==> src/verilog/scp_pkg.sv <==
/*
  constants for the system clock prescaler: register indices, byte
  addresses, field positions, reset values and timing counts.
  assumes a 32-bit apb with one aligned word per register.
*/
package scp_pkg;
  // printed offsets are not word aligned, so they are indices
  localparam logic [9:0] CTRL_IDX = 10'h061;
  localparam logic [9:0] TRIM_IDX = 10'h066;
  localparam logic [9:0] TSTAT_IDX = 10'h06e;
  localparam logic [9:0] STAT_IDX = 10'h070;
  localparam logic [11:0] CTRL_ADDR = {CTRL_IDX, 2'h0};
  localparam logic [11:0] TRIM_ADDR = {TRIM_IDX, 2'h0};
  localparam logic [11:0] TSTAT_ADDR = {TSTAT_IDX, 2'h0};
  localparam logic [11:0] STAT_ADDR = {STAT_IDX, 2'h0};

  localparam int UNLOCK_BIT = 7;
  localparam logic [7:0] UNLOCK_WORD = 8'h80;
  localparam int EXT_CLK_BIT = 0;
  localparam int TOSC_REQ_BIT = 1;

  localparam logic [3:0] CODE_DIV1 = 4'h0;
  localparam logic [3:0] CODE_DIV8 = 4'h3;
  localparam logic [3:0] CODE_MAX = 4'h8;
  localparam logic [7:0] TRIM_RST = 8'h00;

  // unlock window, in master clock cycles
  localparam int UNLOCK_CYCLES = 4;
  localparam logic [1:0] UNLOCK_LAST = 2'(UNLOCK_CYCLES - 1);
endpackage

==> src/verilog/scp_prescaler.sv <==
/*
  system clock prescaler with protected divider change, rc oscillator
  trim register, clock output buffer and timer oscillator selection.
  assumes mclk_i is the undivided source clock, fuses and the
  calibration byte are static, and an apb master on the same clock.
*/
// Added by the designer: the APB interface to the registers.
// How it works
// - timer oscillator enabled only while the rc oscillator is the source.
// - external-clock bit makes the timer pin take an external clock while the timer oscillator is enabled.
// - clock-output fuse drives system clock on the pin, also during reset.
// - the pin carries the divided clock, or the source clock itself at code 0000.
// - the one enable divides cpu, flash, io and adc domains together.
// - no glitch and no faster intermediate period on a division change.
// - new division starts at the end of an old period.
// - ripple count runs on the source clock and is never readable.
// - unlock sets only on a write whose other bits are all zero.
// - unlock clears four cycles after set or on a code write.
// - rewriting unlock in the window neither restarts nor clears it.
// - reset loads code 0000, or 0011 when the divide-by-eight fuse is set.
// - any legal code is accepted through the sequence after reset.
// - code n divides by two to the n, up to 256 at code 1000.
// - each reset loads the factory calibration byte into the trim register.
// - top trim bit picks the low or high range.
// - lower seven trim bits tune within the selected range.
`timescale 1ns/10ps
module scp_prescaler (
  input wire logic mclk_i,
  input wire logic rst_n_i,
  input wire logic psel_i,
  input wire logic penable_i,
  input wire logic pwrite_i,
  input wire logic [11:0] paddr_i,
  input wire logic [31:0] pwdata_i,
  output logic [31:0] prdata_o,
  output logic pready_o,
  output logic pslverr_o,
  input wire logic div8_default_fuse_i,
  input wire logic clock_output_fuse_i,
  input wire logic rc_osc_selected_i,
  input wire logic [7:0] calib_byte_i,
  output logic sys_clk_en_o,
  output logic clock_output_pin_o,
  output logic clock_output_oe_o,
  output logic trim_range_select_o,
  output logic [6:0] trim_fine_o,
  output logic timer_osc_enable_o,
  output logic timer_osc_input_pin_ext_o
);

  logic init_q;
  logic unlock_q;
  logic [1:0] win_q;
  logic [3:0] act_q;
  logic [3:0] pend_q;
  logic pend_v_q;
  logic [7:0] cnt_q;
  logic [7:0] cnt_d;
  logic div_clk_q;
  logic div_clk_d;
  logic [7:0] act_mask;
  logic [7:0] next_mask;
  logic tick;
  logic [7:0] trim_q;
  logic ext_clk_q;
  logic tosc_req_q;
  logic [2:0] rc_sync_q;
  logic rc_sel_q;
  logic [31:0] prdata_q;
  logic wr_acc;
  logic ctrl_wr;
  logic unlock_wr;
  logic code_wr;
  logic mapped;

  // zero-wait slave
  assign pready_o = 1'b1;
  assign wr_acc = psel_i && penable_i && pwrite_i;
  assign ctrl_wr = wr_acc && (paddr_i == scp_pkg::CTRL_ADDR);
  assign unlock_wr = ctrl_wr && (pwdata_i[7:0] == scp_pkg::UNLOCK_WORD);
  assign code_wr = ctrl_wr && !pwdata_i[scp_pkg::UNLOCK_BIT];

  always_comb
  begin
    if (paddr_i == scp_pkg::CTRL_ADDR)
      mapped = 1'b1;
    else if (paddr_i == scp_pkg::TRIM_ADDR)
      mapped = 1'b1;
    else if (paddr_i == scp_pkg::TSTAT_ADDR)
      mapped = 1'b1;
    else if (paddr_i == scp_pkg::STAT_ADDR)
      mapped = 1'b1;
    else
      mapped = 1'b0;
  end

  assign pslverr_o = psel_i && penable_i && !mapped;

  // read data captured in the setup cycle
  always_ff @(posedge mclk_i or negedge rst_n_i)
  begin
    if (!rst_n_i)
      prdata_q <= 32'h0;
    else if (psel_i && !penable_i)
    begin
      if (paddr_i == scp_pkg::CTRL_ADDR)
        prdata_q <= {24'h0, unlock_q, 3'h0, act_q};
      else if (paddr_i == scp_pkg::TRIM_ADDR)
        prdata_q <= {24'h0, trim_q};
      else if (paddr_i == scp_pkg::TSTAT_ADDR)
        prdata_q <= {30'h0, tosc_req_q, ext_clk_q};
      else if (paddr_i == scp_pkg::STAT_ADDR)
        prdata_q <= {24'h0, pend_v_q, timer_osc_enable_o, rc_sel_q, 1'b0, pend_q};
      else
        prdata_q <= 32'h0;
    end
  end

  assign prdata_o = prdata_q;

  // straps are caught at the first edge after release
  always_ff @(posedge mclk_i or negedge rst_n_i)
  begin
    if (!rst_n_i)
      init_q <= 1'b0;
    else
      init_q <= 1'b1;
  end

  // unlock window; a rewrite inside it changes nothing
  // expiry beats a late rewrite, so the window can never stretch
  always_ff @(posedge mclk_i or negedge rst_n_i)
  begin
    if (!rst_n_i)
    begin
      unlock_q <= 1'b0;
      win_q <= 2'h0;
    end
    else if (unlock_q)
    begin
      if (code_wr || win_q == scp_pkg::UNLOCK_LAST)
        unlock_q <= 1'b0;
      win_q <= win_q + 2'h1;
    end
    else if (unlock_wr)
    begin
      unlock_q <= 1'b1;
      win_q <= 2'h0;
    end
  end

  // accepted code waits for the end of the running period
  // a code landing on a boundary waits one whole old period, never a cut one
  always_ff @(posedge mclk_i or negedge rst_n_i)
  begin
    if (!rst_n_i)
    begin
      pend_q <= scp_pkg::CODE_DIV1;
      pend_v_q <= 1'b0;
    end
    else if (unlock_q && code_wr && pwdata_i[3:0] <= scp_pkg::CODE_MAX)
    begin
      pend_q <= pwdata_i[3:0];
      pend_v_q <= 1'b1;
    end
    else if (tick)
      pend_v_q <= 1'b0;
  end

  // reserved codes above 1000 are dropped
  always_ff @(posedge mclk_i or negedge rst_n_i)
  begin
    if (!rst_n_i)
      act_q <= scp_pkg::CODE_DIV1;
    else if (!init_q)
      act_q <= div8_default_fuse_i ? scp_pkg::CODE_DIV8 : scp_pkg::CODE_DIV1;
    else if (tick && pend_v_q)
      act_q <= pend_q;
  end

  assign act_mask = 8'((9'h1 << act_q) - 9'h1);
  assign next_mask = (tick && pend_v_q) ? 8'((9'h1 << pend_q) - 9'h1) : act_mask;
  assign tick = (cnt_q == act_mask);

  // count restarts at every boundary, so a switch never cuts a period short
  always_comb
  begin
    cnt_d = tick ? 8'h0 : 8'(cnt_q + 8'h1);
    div_clk_d = (cnt_d <= {1'b0, next_mask[7:1]});
  end

  always_ff @(posedge mclk_i or negedge rst_n_i)
  begin
    if (!rst_n_i)
    begin
      cnt_q <= 8'h0;
      div_clk_q <= 1'b1;
    end
    else if (!init_q)
    begin
      cnt_q <= 8'h0;
      div_clk_q <= 1'b1;
    end
    else
    begin
      cnt_q <= cnt_d;
      div_clk_q <= div_clk_d;
    end
  end

  // one enable feeds every synchronous domain
  assign sys_clk_en_o = tick;

  // divide by one passes the source clock through, also under reset
  // both mux inputs step with a rising source edge at a period boundary
  assign clock_output_pin_o = (act_q == scp_pkg::CODE_DIV1) ? mclk_i : div_clk_q;
  assign clock_output_oe_o = clock_output_fuse_i;

  // trim register
  always_ff @(posedge mclk_i or negedge rst_n_i)
  begin
    if (!rst_n_i)
      trim_q <= scp_pkg::TRIM_RST;
    else if (!init_q)
      trim_q <= calib_byte_i;
    else if (wr_acc && paddr_i == scp_pkg::TRIM_ADDR)
      trim_q <= pwdata_i[7:0];
  end

  assign trim_range_select_o = trim_q[7];
  assign trim_fine_o = trim_q[6:0];

  // timer oscillator control
  always_ff @(posedge mclk_i or negedge rst_n_i)
  begin
    if (!rst_n_i)
    begin
      ext_clk_q <= 1'b0;
      tosc_req_q <= 1'b0;
    end
    else if (wr_acc && paddr_i == scp_pkg::TSTAT_ADDR)
    begin
      ext_clk_q <= pwdata_i[scp_pkg::EXT_CLK_BIT];
      tosc_req_q <= pwdata_i[scp_pkg::TOSC_REQ_BIT];
    end
  end

  // source select arrives from the fuse block, filtered before use
  always_ff @(posedge mclk_i or negedge rst_n_i)
  begin
    if (!rst_n_i)
    begin
      rc_sync_q <= 3'h0;
      rc_sel_q <= 1'b0;
    end
    else
    begin
      rc_sync_q <= {rc_sync_q[1:0], rc_osc_selected_i};
      if (rc_sync_q[1] == rc_sync_q[2])
        rc_sel_q <= rc_sync_q[2];
    end
  end

  // crystal pins are shared, so the rc source is a must
  assign timer_osc_enable_o = tosc_req_q && rc_sel_q;
  assign timer_osc_input_pin_ext_o = timer_osc_enable_o && ext_clk_q;

  // checking helpers
  logic [7:0] gap_q;
  always_ff @(posedge mclk_i or negedge rst_n_i)
  begin
    if (!rst_n_i)
      gap_q <= 8'h0;
    else if (!init_q || tick)
      gap_q <= 8'h0;
    else
      gap_q <= 8'(gap_q + 8'h1);
  end
endmodule

==> config.mk <==
export PLATFORM = sky130hd
export DESIGN_NAME = scp_prescaler
export DESIGN_NICKNAME = d
export VERILOG_FILES = /design/src/verilog/scp_pkg.sv /design/src/verilog/scp_prescaler.sv
export SDC_FILE = /design/constraint.sdc
export NUM_CORES = 1
export LEC_CHECK = 0
export ABC_AREA = 1
export ABC_CLOCK_PERIOD_IN_PS = 4400
export BUFFER_PORTS_ARGS = -buffer_cell sky130_fd_sc_hd__buf_2
export CORE_MARGIN = 8
export CORE_UTILIZATION = 56
export CTS_BUF_LIST = sky130_fd_sc_hd__clkbuf_4
export CTS_CLUSTER_SIZE = 25
export DETAILED_ROUTE_END_ITERATION = 7
export PLACE_DENSITY = 0.93
export SLEW_MARGIN = 20
export SYNTH_ARGS = -nofsm -noshare
export SYNTH_HDL_FRONTEND = slang
export SYNTH_SLANG_ARGS = --single-unit
==> constraint.sdc <==
create_clock -name mclk_i -period 4.4 [get_ports mclk_i]
set_clock_uncertainty 0.15 [all_clocks]
set_input_delay 0 -clock mclk_i [delete_from_list [all_inputs] [get_ports mclk_i]]
set_output_delay 0 -clock mclk_i [all_outputs]
set_load 0.005 [all_outputs]
# Word-level counts from Yosys, hierarchy flattened
# Index checks and enable logic that the tools add are counted.
# Widths: inputs -> output; s select.
# op_classes
add_sub_neg	4
magnitude_cmp	2
eq_ne	10
shifts	2
muxes	25
reduce_logical	21
# ops
op	n
$mux 8	9
$eq 12x9->1 const B	4
$shl 1x4->8 const A	2
$sub 8x1->8 const B	2
$logic_and 1x1->1	14
$mux 1	11
$add 8x1->8 const B	1
$eq 8x8->1	1
$eq 8x8->1 const B	1
$le 8x7->1	1
$mux 4	2
$mux 2	3
$le 4x4->1 const B	1
$logic_not 4->1	1
$ne 2x1->1 const B	2
$reduce_bool 2->1	2
$logic_not 1->1	3
$add 2x1->2 const B	1
$eq 2x2->1 const B	1
$eq 1x1->1	1
$logic_or 1x1->1	1
# totals
reg_bits	68
input_bits	60
out_inout_bits	47
word_cells	78

# Longest topological paths before layout
# Gate-level depths: netlist of the first run.
# depth
depth_word	7
mapped_depth	22
mapped_depth_nobuf	20

==> impl_metrics.py, run 1 <==
metrics = {
    "synth": {
        "ys.flop_type": "dfrtp_1",
        "async_flop_share_pct": 100,
        "syn_area_um2": 3110,
        "yosys-mux-area-fraction_pct": 0.363,
        "synth-compound-area-share_pct": 10.8,
        "synth.distinct_cells": 37,
        "synthAdderAreaFrac_pct": 4.75,
        "yosysSeqAreaShare_pct": 35.5,
        "yosysWarnings": 0,
        "synth_area_leaders": "dfrtp_1 35%, nand2_1 15%, buf_4 6.5%",
        "synth_cells": 436,
        "synth-simple-area-share_pct": 32.2,
        "synth_top_area_cell": "dfrtp_1",
        "synth_top_family_by_area": "simple AND/OR/NAND/NOR gates",
        "yosys_register_bits": 44,
        "yosysTopAreaCellShare_pct": 34.6,
        "synth_edf_count": 0,
        "synth_xor_area_share_pct": 1.97,
        "syn_area_per_cell_um2": 7.12,
    },
    "die": {
        "num_io_pins": 107,
        "core-area_um2": 5440,
        "die_y_um": 90.5,
        "start_util_pct": 57.1,
        "die-area_um2": 8180,
        "row_count": 27,
        "die-width_um": 90.5,
    },
    "hold_path": {
        "min_path_type": "input pin to asynchronous set/reset pin",
    },
    "clocking": {
        "cts_setup_buffers": 0,
        "clkLatencyLatePin_ns": 0.48,
        "path_clk_slew_ns": 0.14,
        "holdBufCountCts": 50,
        "cts_tree": "yes",
        "cts_resized": 0,
    },
    "worst_setup_path": {
        "crit_chain": "dlygate4sd3_1 -> buf_2 -> nor2_2 -> nand3_1 -> dlygate4sd3_1 -> nor3_1 -> dlygate4sd3_1 -> nand2_1 -> o21ai_2 -> nand2_1 -> dlygate4sd3_1 -> o21ai_1 -> dlygate4sd3_1",
        "start_kind": "input pin",
        "cp.required_ns": 4.68,
        "critical_path_peak_fanout": 16,
        "crit_slowest_cell": "dlygate4sd3_1",
        "crit_path_end_kind": "flop",
        "slowest_delay_ns": 0.59,
        "worstPathArrival_ns": 4.18,
        "crit_top_cell": "dlygate4sd3_1",
        "critical_path_class": "input pin to flop",
    },
    "routing": {
        "routed_wl_um": 10100,
        "first_pass_iters": 6,
        "vias": 3465,
        "drt_iter0_drc": 269,
        "final_antenna_net_count": 0,
        "post-route-drc-count": 0,
        "avgRoutedWirePerCell_um": 16.5,
        "vias_per_cell": 5.65,
    },
    "placed_design": {
        "place_hpwl_um": 6020,
        "placed_area_um2": 3320,
        "port_buffers": 55,
        "place.gp.congestion": 0.926,
    },
    "final_layout": {
        "drive_gt1_share_pct": 17.0,
        "area_growth_pct": 26.3,
        "antenna_cells": 0,
        "fin_util_pct": 72.1,
        "final_area_um2": 3920,
        "nNetsFinal": 611,
    },
    "timing": {
        "grt_setup_unrepaired": "false",
        "max_slew.worst_pin.slew_ns": 0.970,
        "fin_crit_ns": 3.90,
        "finalSetupViolCount": 0,
        "max_freq_ghz": 0.256,
        "timing.final.hold_violations": 0,
        "hold_slack_ns": 0.0414,
        "timing.final.crit_share_pct": 88.7,
        "relSlewSlack_pct": 35.4,
        "drv_slew": 0,
        "tns_ns": 0,
    },
    "outcome": {
        "status": "finished clean",
    },
    "global_routing": {
        "antenna_found_initial": 0,
        "grt_start_max_net_pins": 45,
        "grt_pass1_wl_um": 16500,
        "grt.total_usage_pct": 24.7,
        "grt_pass1_vias": 3504,
        "grt_overflow_total": 0,
    },
    "pwr": {
        "p_leak_nw": 2.03,
        "ir_worst_vdd_v": 0.000206,
        "powerDensity_nw_per_um2": 276,
    },
    "run": {
        "cap_violations": 0,
    },
}
## synth_stat cells, types with 5 or more instances
library cell / count
o21ai_2: 5
nand2_2: 7
nand2_1: 120
dfrtp_1: 43
a21oi_1: 16
nor3_1: 17
a31oi_1: 6
o211ai_1: 5
buf_4: 27
nor2_1: 35
ha_1: 11
inv_1: 49
nand3_1: 31
o21ai_0: 20
## worst max-delay path: cells and delay by family
| kind | cells | cell delay, ns |
|---|---|---|
| compound gates | 2 | 0.59 |
| buf+inv | 6 | 3.03 |
| simple gates | 5 | 0.55 |
## cells in the final DEF (no fill, tap or decap), drive strengths merged
master / count
bufinv: 1
clkinvlp: 1
nor4: 1
maj3: 1
o21ai: 26
ha: 11
nand2: 127
nor3b: 1
inv: 52
xnor2: 3
nand4: 5
mux2: 1
xor2: 4
a21oi: 16
a31oi: 6
nor2: 40
clkinv: 2
dlygate4sd3: 50
o211ai: 5
clkbuf: 8
conb: 26
a21o: 2
nand3: 34
dfstp: 1
dfrtp: 43
nor3: 17
o21bai: 1
a22o: 1
buf: 55
## kinds of logic after synthesis
| family | count (synthesis) |
|---|---|
| AND/OR/NAND/NOR | 225 |
| buffers and inverters | 88 |
| AO/OA/AOI/OAI | 57 |
| flip-flops | 44 |
| adder cells (fa/ha/maj) | 12 |
| XOR/XNOR | 7 |
| other | 2 |
| multiplexers | 1 |
## through the flow
stage	worst slack [ns]	std cells	power, mW
final	0.497	613	1.08
after global placement	1.18	552	0.730
after CTS	0.734	613	1.06
after global routing	0.295	613	1.15
after detailed placement	1.12	552	0.739
after floorplan	1.50	460	0.672
## layout make-up
class,count,area (um^2)
well taps,72,90.1
fillers,360,1520
inverters,53,199
flip-flops and latches,44,1100
clock inverters,3,42.5
multi-input cells,328,1650
clock buffers,9,65.1
repair buffers,104,771
## registers in the layout (all words and copies together) (netlist names)
name        flops
rc_sync_q       3
unlock_q        1
div_clk_q       1
pend_q          4
trim_q          8
tosc_req_q      1
prdata_o        8
cnt_q           8
init_q          1
act_q           4
pend_v_q        1
ext_clk_q       1
rc_sel_q        1
win_q           2
## routing by layer
metal  track usage, %  wire length (um)  up-vias
met2             42.4              4990      248
met1             25.3              3560     1581
met4             16.4               614        0
li1                 -                 -     1561
met5                0                 0        -
met3             7.73               915       75
## path summary, 6_finish.rpt
kind                           endpoint         start  slack (ns)  cells past startpoint
setup / recovery              trim_q[1]    paddr_i[6]        0.50                     13
hold / removal                 rc_sel_q       rst_n_i        0.04                      2
setup reg to reg              div_clk_q      act_q[2]        0.93                     19
hold reg to reg            rc_sync_q[2]  rc_sync_q[1]        0.27                      0
max in group asynchronous      cnt_q[0]       rst_n_i        3.44                      2
min in group mclk_i         prdata_o[1]   paddr_i[10]        0.10                      8
## where the power goes
| part | switching [mW] | internal, mW | leakage [nW] |
|---|---|---|---|
| sequential | 0.0246 | 0.428 | 0.572 |
| combinational | 0.187 | 0.132 | 1.40 |
| clock | 0.152 | 0.159 | 0.0618 |
Power figures use the tool's default switching activity.
==> run 2, diff against run 1 <==
- CAP_MARGIN: default -> 20
- GPL_TIMING_DRIVEN: default -> 0
==> run 2 against run 1 <==
Net effect: routed wire length rose by 1.4%; critical path type is now flop to flop; via count rose by 3.3%; global-route usage rose by 0.74 points; combinational power rose by 6%; core utilization rose by 3.5 points; count of clock-buffer cells in the layout did not move; clock power fell by 19%.
==> impl_metrics.py, run 2 (synthesis gave the netlist of run 1 again) <==
metrics = {
    "final_layout": {
        "area_growth_pct": 32.3,
        "fillers": 359,
        "antenna_cells": 0,
        "mostFrequentLayoutCells": "120 x nand2_1, 58 x buf_2, 49 x inv_1",
        "layout_commonest_cell": "nand2_1",
        "drive_gt1_share_pct": 21.3,
        "nNetsFinal": 644,
    },
    "clocking": {
        "cts_tree": "yes",
        "cts_setup_buffers": 0,
        "clkLatencyLatePin_ns": 0.48,
        "path_clk_slew_ns": 0.13,
    },
    "outcome": {
        "status": "finished clean",
    },
    "routing": {
        "avgRoutedWirePerCell_um": 15.9,
        "drt_iter0_drc": 366,
        "first_pass_iters": 5,
        "final_antenna_net_count": 0,
        "vias_per_cell": 5.55,
        "routed_wl_um": 10200,
        "post-route-drc-count": 0,
        "vias": 3579,
    },
    "die": {
        "die_y_um": 90.5,
        "start_util_pct": 57.1,
        "die-width_um": 90.5,
        "num_io_pins": 107,
        "core-area_um2": 5440,
        "row_count": 27,
        "die-area_um2": 8180,
    },
    "timing": {
        "drv_slew": 0,
        "fin_crit_ns": 3.32,
        "finalSetupViolCount": 0,
        "relSlewSlack_pct": 35.0,
        "timing.final.hold_violations": 0,
        "timing.final.crit_share_pct": 75.4,
        "grt_setup_unrepaired": "false",
        "max_freq_ghz": 0.301,
        "tns_ns": 0,
        "max_slew.worst_pin.slew_ns": 0.976,
    },
    "worst_setup_path": {
        "rrSetupSlack_ns": 1.08,
        "critPathCapture": "div_clk_q",
        "r2r_cells": 20,
        "crit_path_end_kind": "flop",
        "crit_start": "act_q[3]",
        "critical_path_peak_fanout": 10,
        "start_kind": "flop",
        "cp.required_ns": 4.67,
        "critical_path_class": "flop to flop",
        "rr_endpoint": "div_clk_q",
        "worstPathArrival_ns": 3.59,
        "rr_startpoint": "act_q[3]",
    },
    "global_routing": {
        "grt_pass1_vias": 3484,
        "grt_overflow_total": 0,
        "grt_start_max_net_pins": 45,
        "grt.total_usage_pct": 25.5,
        "antenna_found_initial": 0,
        "grt_pass1_wl_um": 16800,
    },
    "pwr": {
        "powerDensity_nw_per_um2": 253,
        "power.total_mw": 1.04,
        "p_leak_nw": 2.18,
        "ir_worst_vdd_v": 0.000218,
    },
    "run": {
        "cap_violations": 0,
    },
    "placed_design": {
        "place_hpwl_um": 6470,
        "port_buffers": 56,
        "place.gp.congestion": 0.930,
    },
    "hold_path": {
        "min_path_type": "input pin to output pin",
    },
}
[run 2: cell count changes in the layout (fill, tap and decap cells not counted)]
cell,delta
buf_4,+27
clkbuf_1,+4
dlygate4sd3_1,-3
bufinv_16,-1
buf_1,+1
buf_6,+1
buf_2,+3
[run 2: worst max-delay path, stage by stage, from the launching register on]
cell and delay [ns]:
dfrtp_1 0.52, nor2_4 0.25, nand2_2 0.11, ha_1 0.33, inv_1 0.07, nand2_1 0.05, nand2_1 0.06, nor2_1 0.13
nand4_2 0.11, nor2_4 0.16, nand3_2 0.14, buf_6 0.18, nand2_1 0.07, o21ai_2 0.07, ha_1 0.30, inv_1 0.07
nor2_1 0.04, o211ai_1 0.16, a21o_1 0.13, a21oi_1 0.05, a21oi_1 0.12
[run 2: layout make-up]
| cell class | count | area (um^2) | share of cell area [%] |
|---|---|---|---|
| multi-input combinational | 328 | 1650 | 40.2 |
| inverter | 53 | 199 | 4.84 |
| buffer | 35 | 243 | 5.91 |
| sequential | 44 | 1100 | 26.8 |
| clock inverter | 2 | 12.5 | 0.305 |
| tap | 72 | 90.1 | 2.19 |
| clock buffer | 9 | 65.1 | 1.58 |
| timing repair buffer | 102 | 746 | 18.1 |
[run 2: where the power goes]
group	leakage (nW)	switching [mW]	internal, mW
Clock	0.0477	0.154	0.0993
Combinational	1.56	0.192	0.145
Sequential	0.572	0.0206	0.428
Total	2.18	0.366	0.672
[run 2: worst min path at each step]
stage,from,to,slack [ns],cells past startpoint
5_1_grt,rc_osc_selected_i,rc_sync_q[0],0.003,2
6_report,clock_output_fuse_i,clock_output_oe_o,0.02,2
4_1_cts,psel_i,unlock_q,0.002,7
3_5_place_dp,rc_osc_selected_i,rc_sync_q[0],-0.04,1
3_3_place_gp,rc_osc_selected_i,rc_sync_q[0],-0.04,1
2_1_floorplan,rst_n_i,act_q[0],-0.45,0
[run 2: routing by layer]
| layer | track usage (%) | part of all wire, % | vias to the layer above | routed length [um] |
|---|---|---|---|---|
| met5 | 0 | 0 | - | 0 |
| met4 | 17.8 | 5.0 | 0 | 508 |
| met3 | 6.40 | 8.3 | 63 | 846 |
| met2 | 42.6 | 49 | 253 | 5060 |
| met1 | 27.6 | 37 | 1635 | 3820 |
| li1 | - | - | 1628 | - |
[run 2: repair_timing]
action	CTS	global route
hold buffers	47	0
gates resized for setup	0	0
endpoints found under the hold margin	72	0
[run 2: metrics by stage]
stage / utilization [%] / worst slack (ns) / hold slack [ns] / std cells / cell area (um^2)
2_1_floorplan: - / 1.50 / -0.446 / 460 / 3200
3_3_place_gp: 65.6 / 1.20 / -0.0404 / 588 / 3570
3_5_place_dp: 65.6 / 1.14 / -0.0357 / 588 / 3570
4_1_cts: 75.5 / 1.11 / 0.00152 / 645 / 4110
5_1_grt: 75.5 / 0.838 / 0.00274 / 645 / 4110
6_report: 75.5 / 1.08 / 0.0175 / 645 / 4110
==> run 3, diff against run 2 <==
- ABC_AREA: 1 -> 0
- ABC_CLOCK_PERIOD_IN_PS: 4400 -> 3300
- CORE_UTILIZATION: 56 -> 52
- PLACE_DENSITY: 0.93 -> 0.88
- clock period: 4.4 -> 3.3 ns (I/O delays scaled with it)
==> run 3 against run 2 <==
Net effect: the flow now finishes with violations (setup timing); critical endpoint unchanged; sequential power rose by 37%; largest cell class unchanged; synthesized cell count shrank 28%; highest routed layer unchanged; global-route usage shrank 2.1 points; sequential share of layout area shrank 0.24 points; worst hold slack better by 0.00097 ns; final cell count decreased by 17%; critical path depth decreased by 4; flip-flop and latch count stayed put; die area is 2.3% higher.
==> impl_metrics.py, run 3 <==
metrics = {
    "timing": {
        "relSlewSlack_pct": 57.0,
        "max_freq_ghz": 0.275,
        "timing.final.crit_share_pct": 110,
        "drv_slew": 0,
        "grt_setup_unrepaired": "true",
        "timing.final.hold_violations": 0,
        "max_slew.worst_pin.slew_ns": 0.645,
        "setup_ws_ns": -0.331,
        "tns_ns": -0.331,
        "finalSetupViolCount": 1,
        "fin_crit_ns": 3.63,
    },
    "global_routing": {
        "grt_start_max_net_pins": 45,
        "grt.total_usage_pct": 23.4,
        "grt_pass1_vias": 3084,
        "grt_overflow_total": 0,
        "grt_pass1_wl_um": 15700,
        "antenna_found_initial": 0,
    },
    "final_layout": {
        "drive_gt1_share_pct": 32.8,
        "mostFrequentLayoutCells": "56 x buf_2, 47 x buf_4, 42 x dfrtp_1, 42 x dlygate4sd3_1, 31 x nor2_1",
        "area_growth_pct": 40.1,
        "final_area_um2": 4150,
        "layout_commonest_cell": "buf_2",
        "antenna_cells": 0,
        "nNetsFinal": 534,
    },
    "die": {
        "start_util_pct": 53.8,
        "die-area_um2": 8370,
        "die-width_um": 91.5,
        "num_io_pins": 107,
        "row_count": 27,
        "die_y_um": 91.5,
        "core-area_um2": 5510,
    },
    "worst_setup_path": {
        "r2r_cells": 16,
        "cp.required_ns": 3.58,
        "critical_path_class": "flop to flop",
        "path_buf_inv": 3,
        "worstPathArrival_ns": 3.91,
        "rrSetupSlack_ns": -0.33,
        "crit_chain": "buf_6 -> or4_4 -> ha_4 -> or3_4 -> a21oi_4 -> o21a_1 -> o2111ai_4 -> buf_6 -> buf_4 -> o31ai_4 -> ha_1 -> o21ai_1 -> nand2b_1 -> a21oi_2 -> o21ai_2 -> a2bb2oi_2",
        "crit_slowest_cell": "or4_4",
        "crit_top_cell": "buf_6",
        "start_kind": "flop",
        "rr_endpoint": "div_clk_q",
        "critical_path_peak_fanout": 8,
        "rr_startpoint": "act_q[0]",
        "slowest_delay_ns": 0.44,
        "crit_path_end_kind": "flop",
        "cpLargestDelayFamily": "compound AO/OA/AOI/OAI gates",
    },
    "pwr": {
        "power.total_mw": 1.42,
        "p_leak_nw": 2.07,
        "p_seq_share_pct": 43.2,
        "power_switching_mw": 0.480,
        "ir_worst_vdd_v": 0.000250,
        "p_int_mw": 0.938,
        "powerDensity_nw_per_um2": 342,
        "power_frac_clock_pct": 24.8,
        "swShare_pct": 33.8,
        "combPwrFrac_pct": 32.0,
    },
    "routing": {
        "final_antenna_net_count": 0,
        "avgRoutedWirePerCell_um": 19.5,
        "routed_wl_um": 10500,
        "drt_iter0_drc": 543,
        "post-route-drc-count": 0,
        "first_pass_iters": 6,
        "vias": 3170,
        "vias_per_cell": 5.91,
    },
    "clocking": {
        "clkLatencyLatePin_ns": 0.49,
        "cts_tree": "yes",
        "path_clk_slew_ns": 0.14,
    },
    "hold_path": {
        "min_path_type": "input pin to output pin",
        "hold_end": "clock_output_oe_o",
        "min_from": "clock_output_fuse_i",
        "min_path_cells": 2,
    },
    "outcome": {
        "failed_checks": "setup timing",
        "status": "finished with violations",
    },
    "synth": {
        "yosys_register_bits": 44,
        "synth_edf_count": 0,
        "synth_area_leaders": "dfrtp_1 36%, buf_4 6.8%, ha_1 4.6%",
        "yosys.cell_count.top_type": "dfrtp_1",
        "ys.flop_type": "dfrtp_1",
        "yosysTopAreaCellShare_pct": 36.3,
        "netlist_top_cells_count": "43 x dfrtp_1, 32 x nor2_1, 27 x buf_4, 23 x nand2_1, 22 x a21oi_1",
        "async_flop_share_pct": 100,
        "synth_top_area_cell": "dfrtp_1",
        "synth_cells": 314,
        "yosysWarnings": 0,
        "yosysSeqAreaShare_pct": 37.2,
        "syn_area_per_cell_um2": 9.44,
        "synth.distinct_cells": 54,
        "syn_area_um2": 2960,
    },
    "run": {
        "cap_violations": 0,
    },
    "placed_design": {
        "place_hpwl_um": 5600,
        "placed_area_um2": 3440,
        "port_buffers": 56,
        "place.gp.congestion": 0.881,
    },
}
==> run 3: layout make-up <==
type	count	area (um^2)
Inverter	5	18.8
Clock buffer	9	65.1
Clock inverter	3	18.8
Multi-Input combinational cell	249	1740
Sequential cell	44	1100
Tap cell	72	90.1
Fill cell	378	1360
Buffer	39	283
Timing Repair Buffer	115	833
==> run 3: how the worst max path moves through the flow <==
stage	depth (start not counted)	from	end	slack [ns]
final	16	act_q[0]	div_clk_q	-0.33
after global routing	17	act_q[0]	div_clk_q	-0.44
after CTS	16	act_q[3]	div_clk_q	-0.24
after detailed placement	17	act_q[0]	div_clk_q	-0.36
after global placement	17	act_q[0]	div_clk_q	-0.28
after floorplan	17	act_q[0]	div_clk_q	-0.11
==> run 3: power groups by stage <==
| stage | Sequential [mW] | Combinational, mW | Clock, mW |
|---|---|---|---|
| 5_1_grt | 0.614 | 0.488 | 0.385 |
| 3_5_place_dp | 0.613 | 0.315 | 0.0127 |
| 4_1_cts | 0.604 | 0.374 | 0.342 |
| 3_3_place_gp | 0.611 | 0.302 | 0.0127 |
| 6_report | 0.613 | 0.453 | 0.352 |
| 2_1_floorplan | 0.606 | 0.225 | 0.00769 |
==> run 3: cells by family (layout without fill, tap and decap cells) <==
| group | after synthesis | after routing | share of synthesized area [%] |
|---|---|---|---|
| AO/OA/AOI/OAI | 64 | 64 | 14.4 |
| XOR/XNOR | 13 | 13 | 3.84 |
| adder cells (fa/ha/maj) | 12 | 12 | 4.98 |
| buffers and inverters | 45 | 171 | 10.5 |
| flip-flops | 44 | 44 | 37.2 |
| multiplexers | 19 | 19 | 6.71 |
| other | 2 | 26 | 0.253 |
| AND/OR/NAND/NOR | 115 | 115 | 22.2 |
==> run 3: metrics by stage <==
step / hold slack (ns) / utilization [%] / cells / setup slack (ns)
floorplan: -0.446 / - / 338 / -0.114
global placement: -0.0416 / 62.5 / 466 / -0.284
detailed placement: -0.0394 / 62.5 / 466 / -0.356
CTS: 0.0175 / 72.7 / 524 / -0.243
global route: 0.0227 / 75.4 / 536 / -0.437
finish: 0.0185 / 75.4 / 536 / -0.331
==> run 3: what timing repair did <==
action | CTS | global route
gates resized for setup | 4 | 14
pin swaps | 11 | 16
setup buffers | 6 | 12
endpoints found under the hold margin | 73 | 43
hold buffers | 41 | 1
setup endpoints to repair | 1 | 2
==> run 3: per-layer routing <==
layer  track usage [%]  share of wire, %  vias up
met5                 0                 0        -
met4              13.8               5.6        0
met3              6.42                11       75
met2              37.9                48      268
met1              27.0                35     1467
li1                  -                 -     1360
